<file path="config.mk">
export PLATFORM = sky130hd
export DESIGN_NAME = fcd_host
export DESIGN_NICKNAME = d
export VERILOG_FILES = /design/src/verilog/fcd_host.v
export VERILOG_INCLUDE_DIRS = /design/src /design/src/common
export SDC_FILE = /design/constraint.sdc
export NUM_CORES = 1
export LEC_CHECK = 0
export ABC_AREA = 1
export BUFFER_PORTS_ARGS = -buffer_cell sky130_fd_sc_hd__buf_2
export CAP_MARGIN = 20
export CORE_ASPECT_RATIO = 0.9
export CORE_MARGIN = 2
export CORE_UTILIZATION = 44
export DETAILED_ROUTE_END_ITERATION = 6
export PLACE_DENSITY_LB_ADDON = 0.25
export SLEW_MARGIN = 10
export SYNTH_ARGS = -nofsm -noshare
export SYNTH_HDL_FRONTEND = slang
export SYNTH_SLANG_ARGS = --single-unit
export TNS_END_PERCENT = 10
</file>
<file path="constraint.sdc">
create_clock -name clk_i -period 2.7 [get_ports clk_i]
set_input_delay 0.135 -clock clk_i [delete_from_list [all_inputs] [get_ports clk_i]]
set_output_delay 0.135 -clock clk_i [all_outputs]
set_load 0.03 [all_outputs]
</file>
<file path="src/common/fcd_regs.vh">
// command codes, unlock addresses and bus timing for the flash command host
// assumes a x16 asynchronous nor flash bus, word addressed
`ifndef FCD_REGS_VH
`define FCD_REGS_VH
`define FCD_ADDR_UNLOCK1   12'h555
`define FCD_ADDR_UNLOCK2   12'h2aa
`define FCD_ADDR_TABLE     12'h055
`define FCD_SECT_LSB       16
`define FCD_DATA_UNLOCK1   8'haa
`define FCD_DATA_UNLOCK2   8'h55
`define FCD_CMD_RESET      8'hf0
`define FCD_CMD_SR_READ    8'h70
`define FCD_CMD_SR_CLEAR   8'h71
`define FCD_CMD_PROGRAM    8'ha0
`define FCD_CMD_BUF_LOAD   8'h25
`define FCD_CMD_BUF_CONF   8'h29
`define FCD_CMD_ERASE      8'h80
`define FCD_CMD_CHIP_ERASE 8'h10
`define FCD_CMD_SECT_ERASE 8'h30
`define FCD_CMD_SUSPEND    8'hb0
`define FCD_CMD_RESUME     8'h30
`define FCD_CMD_PG_SUSPEND 8'h51
`define FCD_CMD_PG_RESUME  8'h50
`define FCD_CMD_BLANK      8'h33
`define FCD_CMD_TABLE      8'h98
`define FCD_CMD_ID         8'h90
`define FCD_CMD_SECURE     8'h88
`define FCD_CMD_EXIT_DATA  8'h00
// operation codes on op_i
`define FCD_OP_RESET       5'h00
`define FCD_OP_SR_READ     5'h01
`define FCD_OP_SR_CLEAR    5'h02
`define FCD_OP_PROGRAM     5'h03
`define FCD_OP_BUF_WRITE   5'h04
`define FCD_OP_BUF_ABORT   5'h05
`define FCD_OP_CHIP_ERASE  5'h06
`define FCD_OP_SECT_ERASE  5'h07
`define FCD_OP_SUSPEND     5'h08
`define FCD_OP_RESUME      5'h09
`define FCD_OP_PG_SUSPEND  5'h0a
`define FCD_OP_PG_RESUME   5'h0b
`define FCD_OP_BLANK       5'h0c
`define FCD_OP_TABLE       5'h0d
`define FCD_OP_ID          5'h0e
`define FCD_OP_SECURE      5'h0f
`define FCD_OP_SECURE_EXIT 5'h10
// bus timing: write strobe low time, high/setup time, read access time and clock period, in ns
`define FCD_T_WP_NS        35
`define FCD_T_WPH_NS       20
`define FCD_T_RD_NS        120
`define FCD_CLK_NS         10
`endif

</file>
<file path="src/verilog/fcd_host.v">
// host side command sequencer for a x16 nor flash on an asynchronous bus
// assumes the flash decodes writes on the rising edge of its write strobe;
// op_i/addr_i/data_i come from a synchronous user, one request per go_i pulse
//
// Contract
// - one write of f0 anywhere ends overlay or id mode, back to array read
// - write 70 to 555, then the next read returns the status register
// - one write of 71 to 555 clears status error flags
// - word program: aa/555, 55/2aa, a0/555, data to target address
// - buffer write: unlocks, 25 to sector, count to sector, then words in sector
// - 29 to the same sector confirms and starts buffer programming
// - abort recovery: aa/555, 55/2aa, f0/555 returns to read mode
// - chip erase: aa,55,80,aa,55 then 10 to 555
// - sector erase: same five leading writes, then 30 inside the sector
// - legacy suspend: one write of b0 anywhere
// - legacy resume: one write of 30 anywhere
// - enhanced program suspend 51, program resume 50, single writes
// - blank check: 33 to offset 555 inside the chosen sector
// - 98 to offset 55 enters parameter table reads
// - id entry: aa/555, 55/2aa, 90/555 within sector
// - secure region entry: aa/555, 55/2aa, 88/555
// - secure exit: aa/555, 55/2aa, 90/555, 00 anywhere
`timescale 1ns/10ps
`include "fcd_regs.vh"

module fcd_host #(
    parameter AW        = 26,
    parameter CW        = 9,
    parameter WP_CYC    = (`FCD_T_WP_NS + `FCD_CLK_NS - 1) / `FCD_CLK_NS,
    parameter WPH_CYC   = (`FCD_T_WPH_NS + `FCD_CLK_NS - 1) / `FCD_CLK_NS,
    parameter RD_CYC    = (`FCD_T_RD_NS + `FCD_CLK_NS - 1) / `FCD_CLK_NS
) (
    input  wire          clk_i,
    input  wire          nrst_i,
    input  wire          go_i,
    input  wire [4:0]    op_i,
    input  wire [AW-1:0] addr_i,
    input  wire [15:0]   data_i,
    input  wire [CW-1:0] count_i,
    input  wire          word_valid_i,
    input  wire [AW-1:0] word_addr_i,
    input  wire [15:0]   word_data_i,
    input  wire [15:0]   dq_i,
    output reg           busy_o,
    output reg           done_o,
    output reg           word_ready_o,
    output reg           rd_valid_o,
    output reg  [15:0]   rd_data_o,
    output reg  [AW-1:0] a_o,
    output reg  [15:0]   dq_o,
    output reg           dq_oe_o,
    output reg           ce_n_o,
    output reg           we_n_o,
    output reg           oe_n_o
);

    // one-hot sequencer states
    localparam [4:0] S_IDLE  = 5'b00001;
    localparam [4:0] S_SETUP = 5'b00010;
    localparam [4:0] S_PULSE = 5'b00100;
    localparam [4:0] S_HOLD  = 5'b01000;
    localparam [4:0] S_READ  = 5'b10000;

    localparam [AW-1:0] UL1 = {{(AW-12){1'b0}}, `FCD_ADDR_UNLOCK1};
    localparam [AW-1:0] UL2 = {{(AW-12){1'b0}}, `FCD_ADDR_UNLOCK2};
    localparam [AW-1:0] TBL = {{(AW-12){1'b0}}, `FCD_ADDR_TABLE};
    // sector field lives above the 64k-word offset
    localparam SB = `FCD_SECT_LSB;

    // request latched at go; step counts write cycles within the sequence, except that all buffered words share step 4
    reg [4:0]    state;
    reg [4:0]    op;
    reg [3:0]    step;
    reg [3:0]    nsteps;
    reg [AW-1:0] addr;
    reg [15:0]   data;
    reg [CW-1:0] left;
    reg [7:0]    tmr;
    reg          rd_after;

    // sector base of the request, low offset bits cleared
    wire [AW-1:0] sect = {addr[AW-1:SB], {SB{1'b0}}};

    // write cycle decoded for the current step
    reg [AW-1:0] cyc_a;
    reg [7:0]    cyc_d;
    reg          cyc_word;
    reg [3:0]    cyc_n;

    // address/data of the current write cycle; commands use low byte only
    always @* begin
        cyc_a    = {AW{1'b0}};
        cyc_d    = `FCD_CMD_RESET;
        cyc_word = 1'b0;
        cyc_n    = 4'd1;
        case (op)
            `FCD_OP_RESET: begin
                cyc_d = `FCD_CMD_RESET;
            end
            // single writes to the fixed unlock address
            `FCD_OP_SR_READ: begin
                cyc_a = UL1;
                cyc_d = `FCD_CMD_SR_READ;
            end
            `FCD_OP_SR_CLEAR: begin
                cyc_a = UL1;
                cyc_d = `FCD_CMD_SR_CLEAR;
            end
            // suspend and resume accept any address; 0 is used
            `FCD_OP_SUSPEND:    cyc_d = `FCD_CMD_SUSPEND;
            `FCD_OP_RESUME:     cyc_d = `FCD_CMD_RESUME;
            `FCD_OP_PG_SUSPEND: cyc_d = `FCD_CMD_PG_SUSPEND;
            `FCD_OP_PG_RESUME:  cyc_d = `FCD_CMD_PG_RESUME;
            `FCD_OP_BLANK: begin
                cyc_a = sect | UL1;
                cyc_d = `FCD_CMD_BLANK;
            end
            `FCD_OP_TABLE: begin
                cyc_a = sect | TBL;
                cyc_d = `FCD_CMD_TABLE;
            end
            default: begin
                // multi-cycle sequences open with the two unlock writes
                cyc_n = 4'd3;
                if (step == 4'd0 || step == 4'd3) begin
                    cyc_a = UL1;
                    cyc_d = `FCD_DATA_UNLOCK1;
                end else if (step == 4'd1 || step == 4'd4) begin
                    cyc_a = UL2;
                    cyc_d = `FCD_DATA_UNLOCK2;
                end
                case (op)
                    `FCD_OP_PROGRAM: begin
                        cyc_n = 4'd4;
                        if (step == 4'd2) begin
                            cyc_a = UL1;
                            cyc_d = `FCD_CMD_PROGRAM;
                        end else if (step == 4'd3) begin
                            cyc_a    = addr;
                            cyc_word = 1'b1;
                        end
                    end
                    `FCD_OP_BUF_WRITE: begin
                        // steps: 2 load cmd, 3 count, 4 words, 5 confirm
                        cyc_n = 4'd6;
                        if (step == 4'd2) begin
                            cyc_a = sect;
                            cyc_d = `FCD_CMD_BUF_LOAD;
                        end else if (step == 4'd3) begin
                            cyc_a = sect;
                            cyc_d = left[7:0] - 8'h01;            // count minus one
                        end else if (step == 4'd4) begin
                            cyc_a    = {addr[AW-1:SB], word_addr_i[SB-1:0]};
                            cyc_word = 1'b1;                      // kept in sector
                        end else if (step == 4'd5) begin
                            cyc_a = sect;
                            cyc_d = `FCD_CMD_BUF_CONF;
                        end
                    end
                    // recovery after a broken buffer load ends in the reset code
                    `FCD_OP_BUF_ABORT: begin
                        if (step == 4'd2) begin
                            cyc_a = UL1;
                            cyc_d = `FCD_CMD_RESET;
                        end
                    end
                    `FCD_OP_CHIP_ERASE, `FCD_OP_SECT_ERASE: begin
                        cyc_n = 4'd6;
                        if (step == 4'd2) begin
                            cyc_a = UL1;
                            cyc_d = `FCD_CMD_ERASE;
                        end else if (step == 4'd5) begin
                            if (op == `FCD_OP_CHIP_ERASE) begin
                                cyc_a = UL1;
                                cyc_d = `FCD_CMD_CHIP_ERASE;
                            end else begin
                                cyc_a = addr;
                                cyc_d = `FCD_CMD_SECT_ERASE;
                            end
                        end
                    end
                    `FCD_OP_ID: begin
                        if (step == 4'd2) begin
                            cyc_a = sect | UL1;
                            cyc_d = `FCD_CMD_ID;
                        end
                    end
                    `FCD_OP_SECURE: begin
                        if (step == 4'd2) begin
                            cyc_a = sect | UL1;
                            cyc_d = `FCD_CMD_SECURE;
                        end
                    end
                    // secure exit closes with a 00 write, placed at address 0
                    `FCD_OP_SECURE_EXIT: begin
                        cyc_n = 4'd4;
                        if (step == 4'd2) begin
                            cyc_a = UL1;
                            cyc_d = `FCD_CMD_ID;
                        end else if (step == 4'd3) begin
                            cyc_a = {AW{1'b0}};
                            cyc_d = `FCD_CMD_EXIT_DATA;
                        end
                    end
                    default: begin
                        // unknown code falls back to a plain reset write
                        cyc_n = 4'd1;
                        cyc_a = {AW{1'b0}};
                        cyc_d = `FCD_CMD_RESET;
                    end
                endcase
            end
        endcase
    end

    // buffer word step waits for the user to offer a word
    wire word_step = (op == `FCD_OP_BUF_WRITE) && (step == 4'd4);
    wire launch_ok = !word_step || word_valid_i;

    // bus sequencer: setup, strobe low, strobe high, then next cycle
    always @(posedge clk_i or negedge nrst_i) begin
        if (!nrst_i) begin
            // bus released: strobes high, data lines not driven
            state        <= S_IDLE;
            op           <= 5'h00;
            step         <= 4'd0;
            nsteps       <= 4'd1;
            addr         <= {AW{1'b0}};
            data         <= 16'h0000;
            left         <= {CW{1'b0}};
            tmr          <= 8'h00;
            rd_after     <= 1'b0;
            busy_o       <= 1'b0;
            done_o       <= 1'b0;
            word_ready_o <= 1'b0;
            rd_valid_o   <= 1'b0;
            rd_data_o    <= 16'h0000;
            a_o          <= {AW{1'b0}};
            dq_o         <= 16'h0000;
            dq_oe_o      <= 1'b0;
            ce_n_o       <= 1'b1;
            we_n_o       <= 1'b1;
            oe_n_o       <= 1'b1;
        end else begin
            // one-cycle pulses drop unless set below
            done_o       <= 1'b0;
            word_ready_o <= 1'b0;
            rd_valid_o   <= 1'b0;
            case (state)
                S_IDLE: begin
                    // latch the whole request so the user may change its inputs
                    if (go_i) begin
                        op       <= op_i;
                        addr     <= addr_i;
                        data     <= data_i;
                        // a zero count would announce 256 words but load one; load one instead
                        if (count_i == {CW{1'b0}}) begin
                            left <= {{(CW-1){1'b0}}, 1'b1};
                        end else begin
                            left <= count_i;
                        end
                        step     <= 4'd0;
                        rd_after <= (op_i == `FCD_OP_SR_READ);
                        busy_o   <= 1'b1;
                        state    <= S_SETUP;
                    end
                end
                S_SETUP: begin
                    nsteps <= cyc_n;
                    if (launch_ok) begin
                        // word data goes out whole; commands drive low byte
                        a_o     <= cyc_a;
                        dq_o    <= cyc_word ? (word_step ? word_data_i : data) : {8'h00, cyc_d};
                        dq_oe_o <= 1'b1;
                        ce_n_o  <= 1'b0;
                        we_n_o  <= 1'b0;
                        tmr     <= WP_CYC[7:0];
                        if (word_step) begin
                            word_ready_o <= 1'b1;
                        end
                        state   <= S_PULSE;
                    end
                end
                S_PULSE: begin
                    // strobe stays low for the full write pulse
                    if (tmr <= 8'd1) begin
                        we_n_o <= 1'b1;                           // flash latches data here
                        tmr    <= WPH_CYC[7:0];
                        state  <= S_HOLD;
                    end else begin
                        tmr <= tmr - 8'd1;
                    end
                end
                S_HOLD: begin
                    // strobe high time; address and data still stand until chip enable rises
                    if (tmr <= 8'd1) begin
                        dq_oe_o <= 1'b0;
                        ce_n_o  <= 1'b1;
                        if (word_step && left > {{(CW-1){1'b0}}, 1'b1}) begin
                            left  <= left - {{(CW-1){1'b0}}, 1'b1};
                            state <= S_SETUP;                     // next buffered word
                        end else if (step + 4'd1 < nsteps) begin
                            step  <= step + 4'd1;
                            state <= S_SETUP;
                        end else if (rd_after) begin
                            // status read: next read cycle at any address
                            a_o    <= {AW{1'b0}};
                            ce_n_o <= 1'b0;
                            oe_n_o <= 1'b0;
                            tmr    <= RD_CYC[7:0];
                            state  <= S_READ;
                        end else begin
                            busy_o <= 1'b0;
                            done_o <= 1'b1;
                            state  <= S_IDLE;
                        end
                    end else begin
                        tmr <= tmr - 8'd1;
                    end
                end
                S_READ: begin
                    // wait out the access time before sampling the data lines
                    if (tmr <= 8'd1) begin
                        rd_data_o  <= dq_i;
                        rd_valid_o <= 1'b1;
                        ce_n_o     <= 1'b1;
                        oe_n_o     <= 1'b1;
                        busy_o     <= 1'b0;
                        done_o     <= 1'b1;
                        state      <= S_IDLE;
                    end else begin
                        tmr <= tmr - 8'd1;
                    end
                end
                default: begin
                    // illegal one-hot code: back to idle
                    state <= S_IDLE;
                end
            endcase
        end
    end

endmodule
</file>
==> impl_results.md, run 1 <==
* Post-Synthesis Cell Area at 7800 um2
* Tmin final at 2.39 ns
* Die Y-Extent at 130 um
* R2r startpoint: step[0]$_DFFE_PN0P_
* CP startpoint: step[0]$_DFFE_PN0P_
* CP Data Arrival Time at roughly 2.7 ns
* Slew headroom at between 30% and 40%
* Gate Count Post-Synth at a little over 1k
* WHS at between 0.015 and 0.02 ns
* Initial antenna violation count at 3
* Critical Path Sink Type: flip-flop
* Hold Crit Class: in -> reg
* Tcrit/Tclk final at between 80% and 90%
* Clock Sinks at 143
* Distinct cell type count after synthesis at 48
* Fin. Hold Viols at 0
* Pre-CTS WS at 0.321 ns
* Vias at 7,836
* HPWL after detailed placement at 16,600 um
* Routed WL at 23,500 um
* Grt total ovfl at 0
* DR WL/cell at 15.4 um
* Routed Antenna Nets at 0
* # placed instances at 1,430
* Worst-path clk slew at 0.06 ns
* Post-synth EDFFs at 0
* Max Cap Viol at 0
* Area after DPL at 9000 um2
* Setup WS post-layout at 0.308 ns
* Routability cong. at 0.968
* Num rows at 46
* Final non-filler cell total at 1,528
* Syn nets at 1,157
* Met3 routed WL at 1790 um
* Area of the core at 17,500 um2
* Clk Latency, worst-skew pair at 0.43 ns
* Async SR Flop Fraction at 100%
* H-tree levels at 4
* Slew Limit Fails at 0
* Area share of the largest cell type after synthesis at 44.3%
* Largest net degree at the start of global routing at 79
* Unrepaired setup endpoints after global routing: false
* Drt first-iter violations at roughly 530
* Setup_tns at 0 ns
* Ys Warns at 0
* Initial Util at 44.6%
* Final setup violation count at 0
* Max Freq at roughly 0.42 GHz
* Final Net Count at 1,402
* Total CTS buffers at 17
* Final instance area at 10,300 um2
* Cells on worst reg2reg path at 11
* IO Pins at approximately 180
* Synth Register Bits at 143
* Routed met1 length at 10,600 um
* PwrDens at around 1100 nW/um2
* Area contributors post-synth: dfrtp_1 44%, nand2_1 18%, o21ai_0 5.9%
* Layout Skew at 0.0150 ns
* WP data required at 3.05 ns
* First-pass GRT wire length at between 30,000 and 40,000 um
* Register area share after synthesis at 46.0%
* Drt pass-1 iters at 5
* Status: finished clean
* Max Root-Sink Buffers at 2
* Area delta synth->final at 31.8%
* Drt drc at 0
* Crit Path Category: reg -> reg
* Leading area contributor after synthesis: dfrtp_1
* Crit path max fanout at 21
* CTS root buf: clkbuf_16
* Layout cell share with drive strength beyond 1 at between 20% and 30%
* Mean number of vias per cell at 5.13
* Total power at 10.9 mW
* Hold wc startpoint: count_i[1]
* Syn Area/Cell at 7.58 um2
* Worst setup SP type: flip-flop
* IO buf count at between 150 and 200
* Die area at 18,800 um2
* Maximum vdd drop at 0.000486 V
* P_leak at 5.42 nW
* TritonCTS clock tree: yes
* GRT Total Usage at 25.6%
* Post-synth top flop: dfrtp_1
* Worst Hold Depth at 3
* Met2 routed WL at 10,600 um
* Cts repair resizes at 0
* Max layer used: met5
* Tightest Pin Transition at 0.899 ns
* Die span in x at about 140 um
* Vias in the first global route at between 7k and 8k
* Final Core Density at 58.8%
## cells in the final DEF, fill, tap and decap left out, drive strengths merged, types with 10 or more instances in the layout
master and n:
inv 93, nand3 71, a21oi 48, o211ai 12, o21ai 102, or2 10, dfrtp 138, nor3 12
dlygate4sd3 65, nor2 73, buf 198, ha 10, xor2 10, clkbuf 17, nand2 369
## cells by family (layout without fill, tap and decap cells)
logic type,count (synthesis),in the layout,synth area share [%]
flip-flops,143,143,46.0
AO/OA/AOI/OAI,195,195,14.8
other,0,1,0
XOR/XNOR,11,11,1.23
buffers and inverters,121,379,6.50
adder cells (fa/ha/maj),10,10,1.60
AND/OR/NAND/NOR,549,549,29.9
## cells in the mapped netlist, types with 2 or more instances
| library cell | instances |
|---|---|
| nand2_1 | 364 |
| dfrtp_1 | 138 |
| o21ai_0 | 92 |
| inv_1 | 76 |
| nand3_1 | 67 |
| nor2_1 | 64 |
| a21oi_1 | 45 |
| clkbuf_1 | 21 |
| o211ai_1 | 12 |
| nor3_1 | 11 |
| buf_2 | 10 |
| ha_1 | 10 |
| xor2_1 | 10 |
| nand4_1 | 9 |
| or2_2 | 9 |
| o21a_1 | 8 |
| inv_2 | 7 |
| o21ai_2 | 7 |
| a22oi_1 | 6 |
| o31ai_1 | 6 |
| dfstp_2 | 5 |
| nor2_4 | 5 |
| a31oi_1 | 4 |
| buf_6 | 4 |
| nand3_2 | 4 |
| nand2_2 | 3 |
| nor2_2 | 3 |
| o22ai_1 | 3 |
| a21oi_2 | 2 |
| nand2_4 | 2 |
| nand3b_1 | 2 |
| nor4_1 | 2 |
| o2111ai_1 | 2 |
| o21ai_4 | 2 |
## power by group
| part | leakage, nW | switching [mW] | internal [mW] |
|---|---|---|---|
| registers | 1.80 | 0.543 | 2.99 |
| clock network | 0.305 | 1.01 | 1.49 |
| logic | 3.31 | 3.31 | 1.58 |
| total | 5.42 | 4.86 | 6.05 |
## registers in the layout, summed over array words and instances (netlist names), 3 cells and up
register	cells
a_o	26
addr	26
data	16
dq_o	16
rd_data_o	16
left	9
tmr	8
op	5
state	5
step	4
nsteps	3
## final timing paths
check | end | slack (ns)
min in group asynchronous | left[2]$_DFFE_PN0P_ | 0.32
worst min register to register | data[15]$_DFFE_PN0P_ | 0.46
worst min-delay path | left[1]$_DFFE_PN0P_ | 0.02
worst max register to register | dq_o[12]$_DFFE_PN0P_ | 0.31
max in group asynchronous | oe_n_o$_DFFE_PN1P_ | 1.49
worst max-delay path | dq_o[12]$_DFFE_PN0P_ | 0.31
## final cells by class
class                   count  area, um2
inverters                  84        320
repair buffers            263       1740
diodes                      1       2.50
clock buffers              17        425
fillers                  1646       7220
multi-input cells         765       3710
well taps                 240        300
flip-flops and latches    143       3580
clock inverters            15        198
## metal layers
metal	track usage, %	vias to the layer above
li1	-	3847
met1	36.2	3664
met2	39.3	286
met3	6.02	37
met4	7.60	2
met5	0	-
## critical path, stage by stage, from the launching register on
cell	delay, ns
dfrtp_1	0.42
inv_1	0.11
ha_1	0.25
nand3_1	0.11
inv_1	0.08
nand2_4	0.09
inv_6	0.07
nand2_1	0.06
nand2_1	0.09
inv_1	0.65
o211ai_1	0.18
o21ai_0	0.19
## what timing repair did
item	4_1_cts	5_1_grt
hold endpoints to repair	135	0
hold buffers	65	0
buffers inserted	0	0
Power figures use the tool's default switching activity.
==> run 2, diff against run 1 <==
--- a/config.mk
+++ b/config.mk
@@ -9,7 +9,7 @@
 export ABC_AREA = 1
 export BUFFER_PORTS_ARGS = -buffer_cell sky130_fd_sc_hd__buf_2
 export CAP_MARGIN = 20
-export CORE_ASPECT_RATIO = 0.9
+export CORE_ASPECT_RATIO = 0.8
 export CORE_MARGIN = 2
 export CORE_UTILIZATION = 44
 export DETAILED_ROUTE_END_ITERATION = 6
==> constraint.sdc (replaced) <==
create_clock -name clk_i -period 2.15 [get_ports clk_i]
set_input_delay 0.1075 -clock clk_i [delete_from_list [all_inputs] [get_ports clk_i]]
set_output_delay 0.1075 -clock clk_i [all_outputs]
set_load 0.03 [all_outputs]
==> run 2 against run 1 <==
- clock power is 20% higher
- core utilization is 4.9 points higher
- final cell count grew 3.4%
- flip-flop and latch count unchanged
- via count is 5.4% higher
- critical path depth grew 2
- die area about the same
- fmax up 12%
- sequential share of layout area shrank 2.3 points
- register-to-register slack worse by 0.29 ns
==> impl_results.md, run 2 (synthesis gave the netlist of run 1 again) <==
* Status: finished clean
* Crit path max fanout at 6
* P_leak at 5.80 nW
* Area after DPL at 9350 um2
* Unrepaired setup endpoints after global routing: true
* Final Core Density at a little under two thirds
* Final setup violation count at 0
* DR WL/cell at 16.2 um
* Total CTS buffers at 17
* TritonCTS clock tree: yes
* Largest net degree at the start of global routing at 45
* Die span in x at approximately 150 um
* Max layer used: met5
* Final instance area at 11,000 um2
* Tcrit/Tclk final at 99.1%
* Initial Util at between 40% and 50%
* WHS at 0.0121 ns
* Tightest Pin Transition at 0.459 ns
* Setup_tns at 0 ns
* Routed met1 length at 11,600 um
* Vias at around 8.3k
* Initial antenna violation count at 1
* Grt total ovfl at 0
* Slowest cell on the critical path: dfrtp_1
* Maximum vdd drop at between 0.0005 and 0.0006 V
* Num rows at 43
* Tmin final at 2.13 ns
* Crit path cell chain: inv_2 -> ha_4 -> ha_4 -> a21o_1 -> nand2_2 -> nand3_2 -> nand2_4 -> nor2_4 -> buf_6 -> o21ai_4 -> clkinv_4 -> nand2_4 -> o21ai_2
* HPWL after detailed placement at 17,600 um
* Routability cong. at 1.00
* WP data required at 2.47 ns
* Layout cell share with drive strength beyond 1 at 28.1%
* Slew Limit Fails at 0
* Clock Sinks at ~140
* IO buf count at about 170
* Mean number of vias per cell at about 5.2
* Fillers at 1,503
* Critical path's largest stage delay at 0.39 ns
* Most frequent cells in the layout: 354 x nand2_1, 172 x buf_2, 135 x dfrtp_1
* Worst setup SP type: flip-flop
* GRT Total Usage at 27.3%
* Slew headroom at 69.4%
* Routed Antenna Nets at 0
* Drt pass-1 iters at 6
* IO Pins at 184
* Max Root-Sink Buffers at 2
* Met3 routed WL at 2040 um
* Pre-CTS WS at -0.0217 ns
* Die Y-Extent at 123 um
* Drt first-iter violations at between 600 and 700
* Met2 routed WL at around 11,000 um
* Routed WL at 25,600 um
* Die area at 18,800 um2
* Area of the core at 17,300 um2
* Fin. Hold Viols at 0
* CP Data Arrival Time at 2.46 ns
* PwrDens at between 1000 and 1500 nW/um2
* Most common cell after layout, fill and taps aside: nand2_1
* Total power at 14.4 mW
* Area delta synth->final at 41.3%
* Antenna diodes at 0
* # placed instances at 1,458
* Vias in the first global route at 7,827
* Final non-filler cell total at 1,580
* Worst-path clk slew at roughly 0.070 ns
* Crit Path Category: reg -> reg
* First-pass GRT wire length at 40,400 um
* Max Freq at 0.469 GHz
* Clk Latency, worst-skew pair at 0.44 ns
* Layout Skew at 0.0121 ns
* Setup WS post-layout at 0.0185 ns
* Critical Path Sink Type: flip-flop
* Final Net Count at approximately 1.5k
* Biggest registers after layout: a_o: 26 flops, addr: 26 flops
* Max Cap Viol at 0
* CTS root buf: clkbuf_16
* H-tree levels at 4
* Hold Crit Class: in -> reg
* Drt drc at 0
==> run 2: final cells by class <==
| cell class | count | area [um2] | area share [%] |
|---|---|---|---|
| Clock buffer | 17 | 425 | 3.86 |
| Clock inverter | 15 | 168 | 1.52 |
| Inverter | 84 | 333 | 3.02 |
| Multi-Input combinational cell | 765 | 3840 | 34.9 |
| Sequential cell | 143 | 3590 | 32.6 |
| Tap cell | 225 | 282 | 2.55 |
| Timing Repair Buffer | 330 | 2380 | 21.6 |
| Timing Repair inverter | 1 | 6.26 | 0.0568 |
==> run 2: per-layer routing <==
| metal | GRT usage, % | vias to the layer above |
|---|---|---|
| li1 | - | 3990 |
| met1 | 38.7 | 3844 |
| met2 | 42.1 | 376 |
| met3 | 5.57 | 45 |
| met4 | 9.38 | 2 |
| met5 | 0 | - |
==> run 2: path summary, 6_finish.rpt <==
check	from	endpoint	slack [ns]	cells after the start
max in group asynchronous	nrst_i	op[1]$_DFFE_PN0P_	1.20	3
max reg2reg	step[1]$_DFFE_PN0P_	tmr[6]$_DFFE_PN0P_	0.02	13
min	word_addr_i[3]	a_o[3]$_DFFE_PN0P_	0.01	5
max	step[1]$_DFFE_PN0P_	tmr[6]$_DFFE_PN0P_	0.02	13
min in group asynchronous	nrst_i	left[1]$_DFFE_PN0P_	0.18	2
min reg2reg	we_n_o$_DFFE_PN1P_	we_n_o$_DFFE_PN1P_	0.46	2
==> run 2: report_power, final <==
part           switching (mW)  total, mW  internal (mW)
registers               0.679       4.43           3.75
logic                    4.47       7.01           2.54
clock network            1.35       3.00           1.65
total                    6.50       14.4           7.95
==> run 2: worst max-delay path, delay by kind of cell (launching register included) <==
kind,cells,cell delay [ns]
AND/OR/NAND/NOR,5,0.39
buffers and inverters,3,0.34
adder cells (fa/ha/maj),2,0.46
flip-flops,1,0.39
AO/OA/AOI/OAI,3,0.43
==> run 2: what timing repair did <==
action | CTS | global route
setup buffers | 8 | 9
endpoints found under the setup margin | 11 | 39
cloned | 3 | 1
resized for setup | 14 | 41
pin swaps | 4 | 12
hold buffers | 69 | 0
hold endpoints to repair | 118 | 0
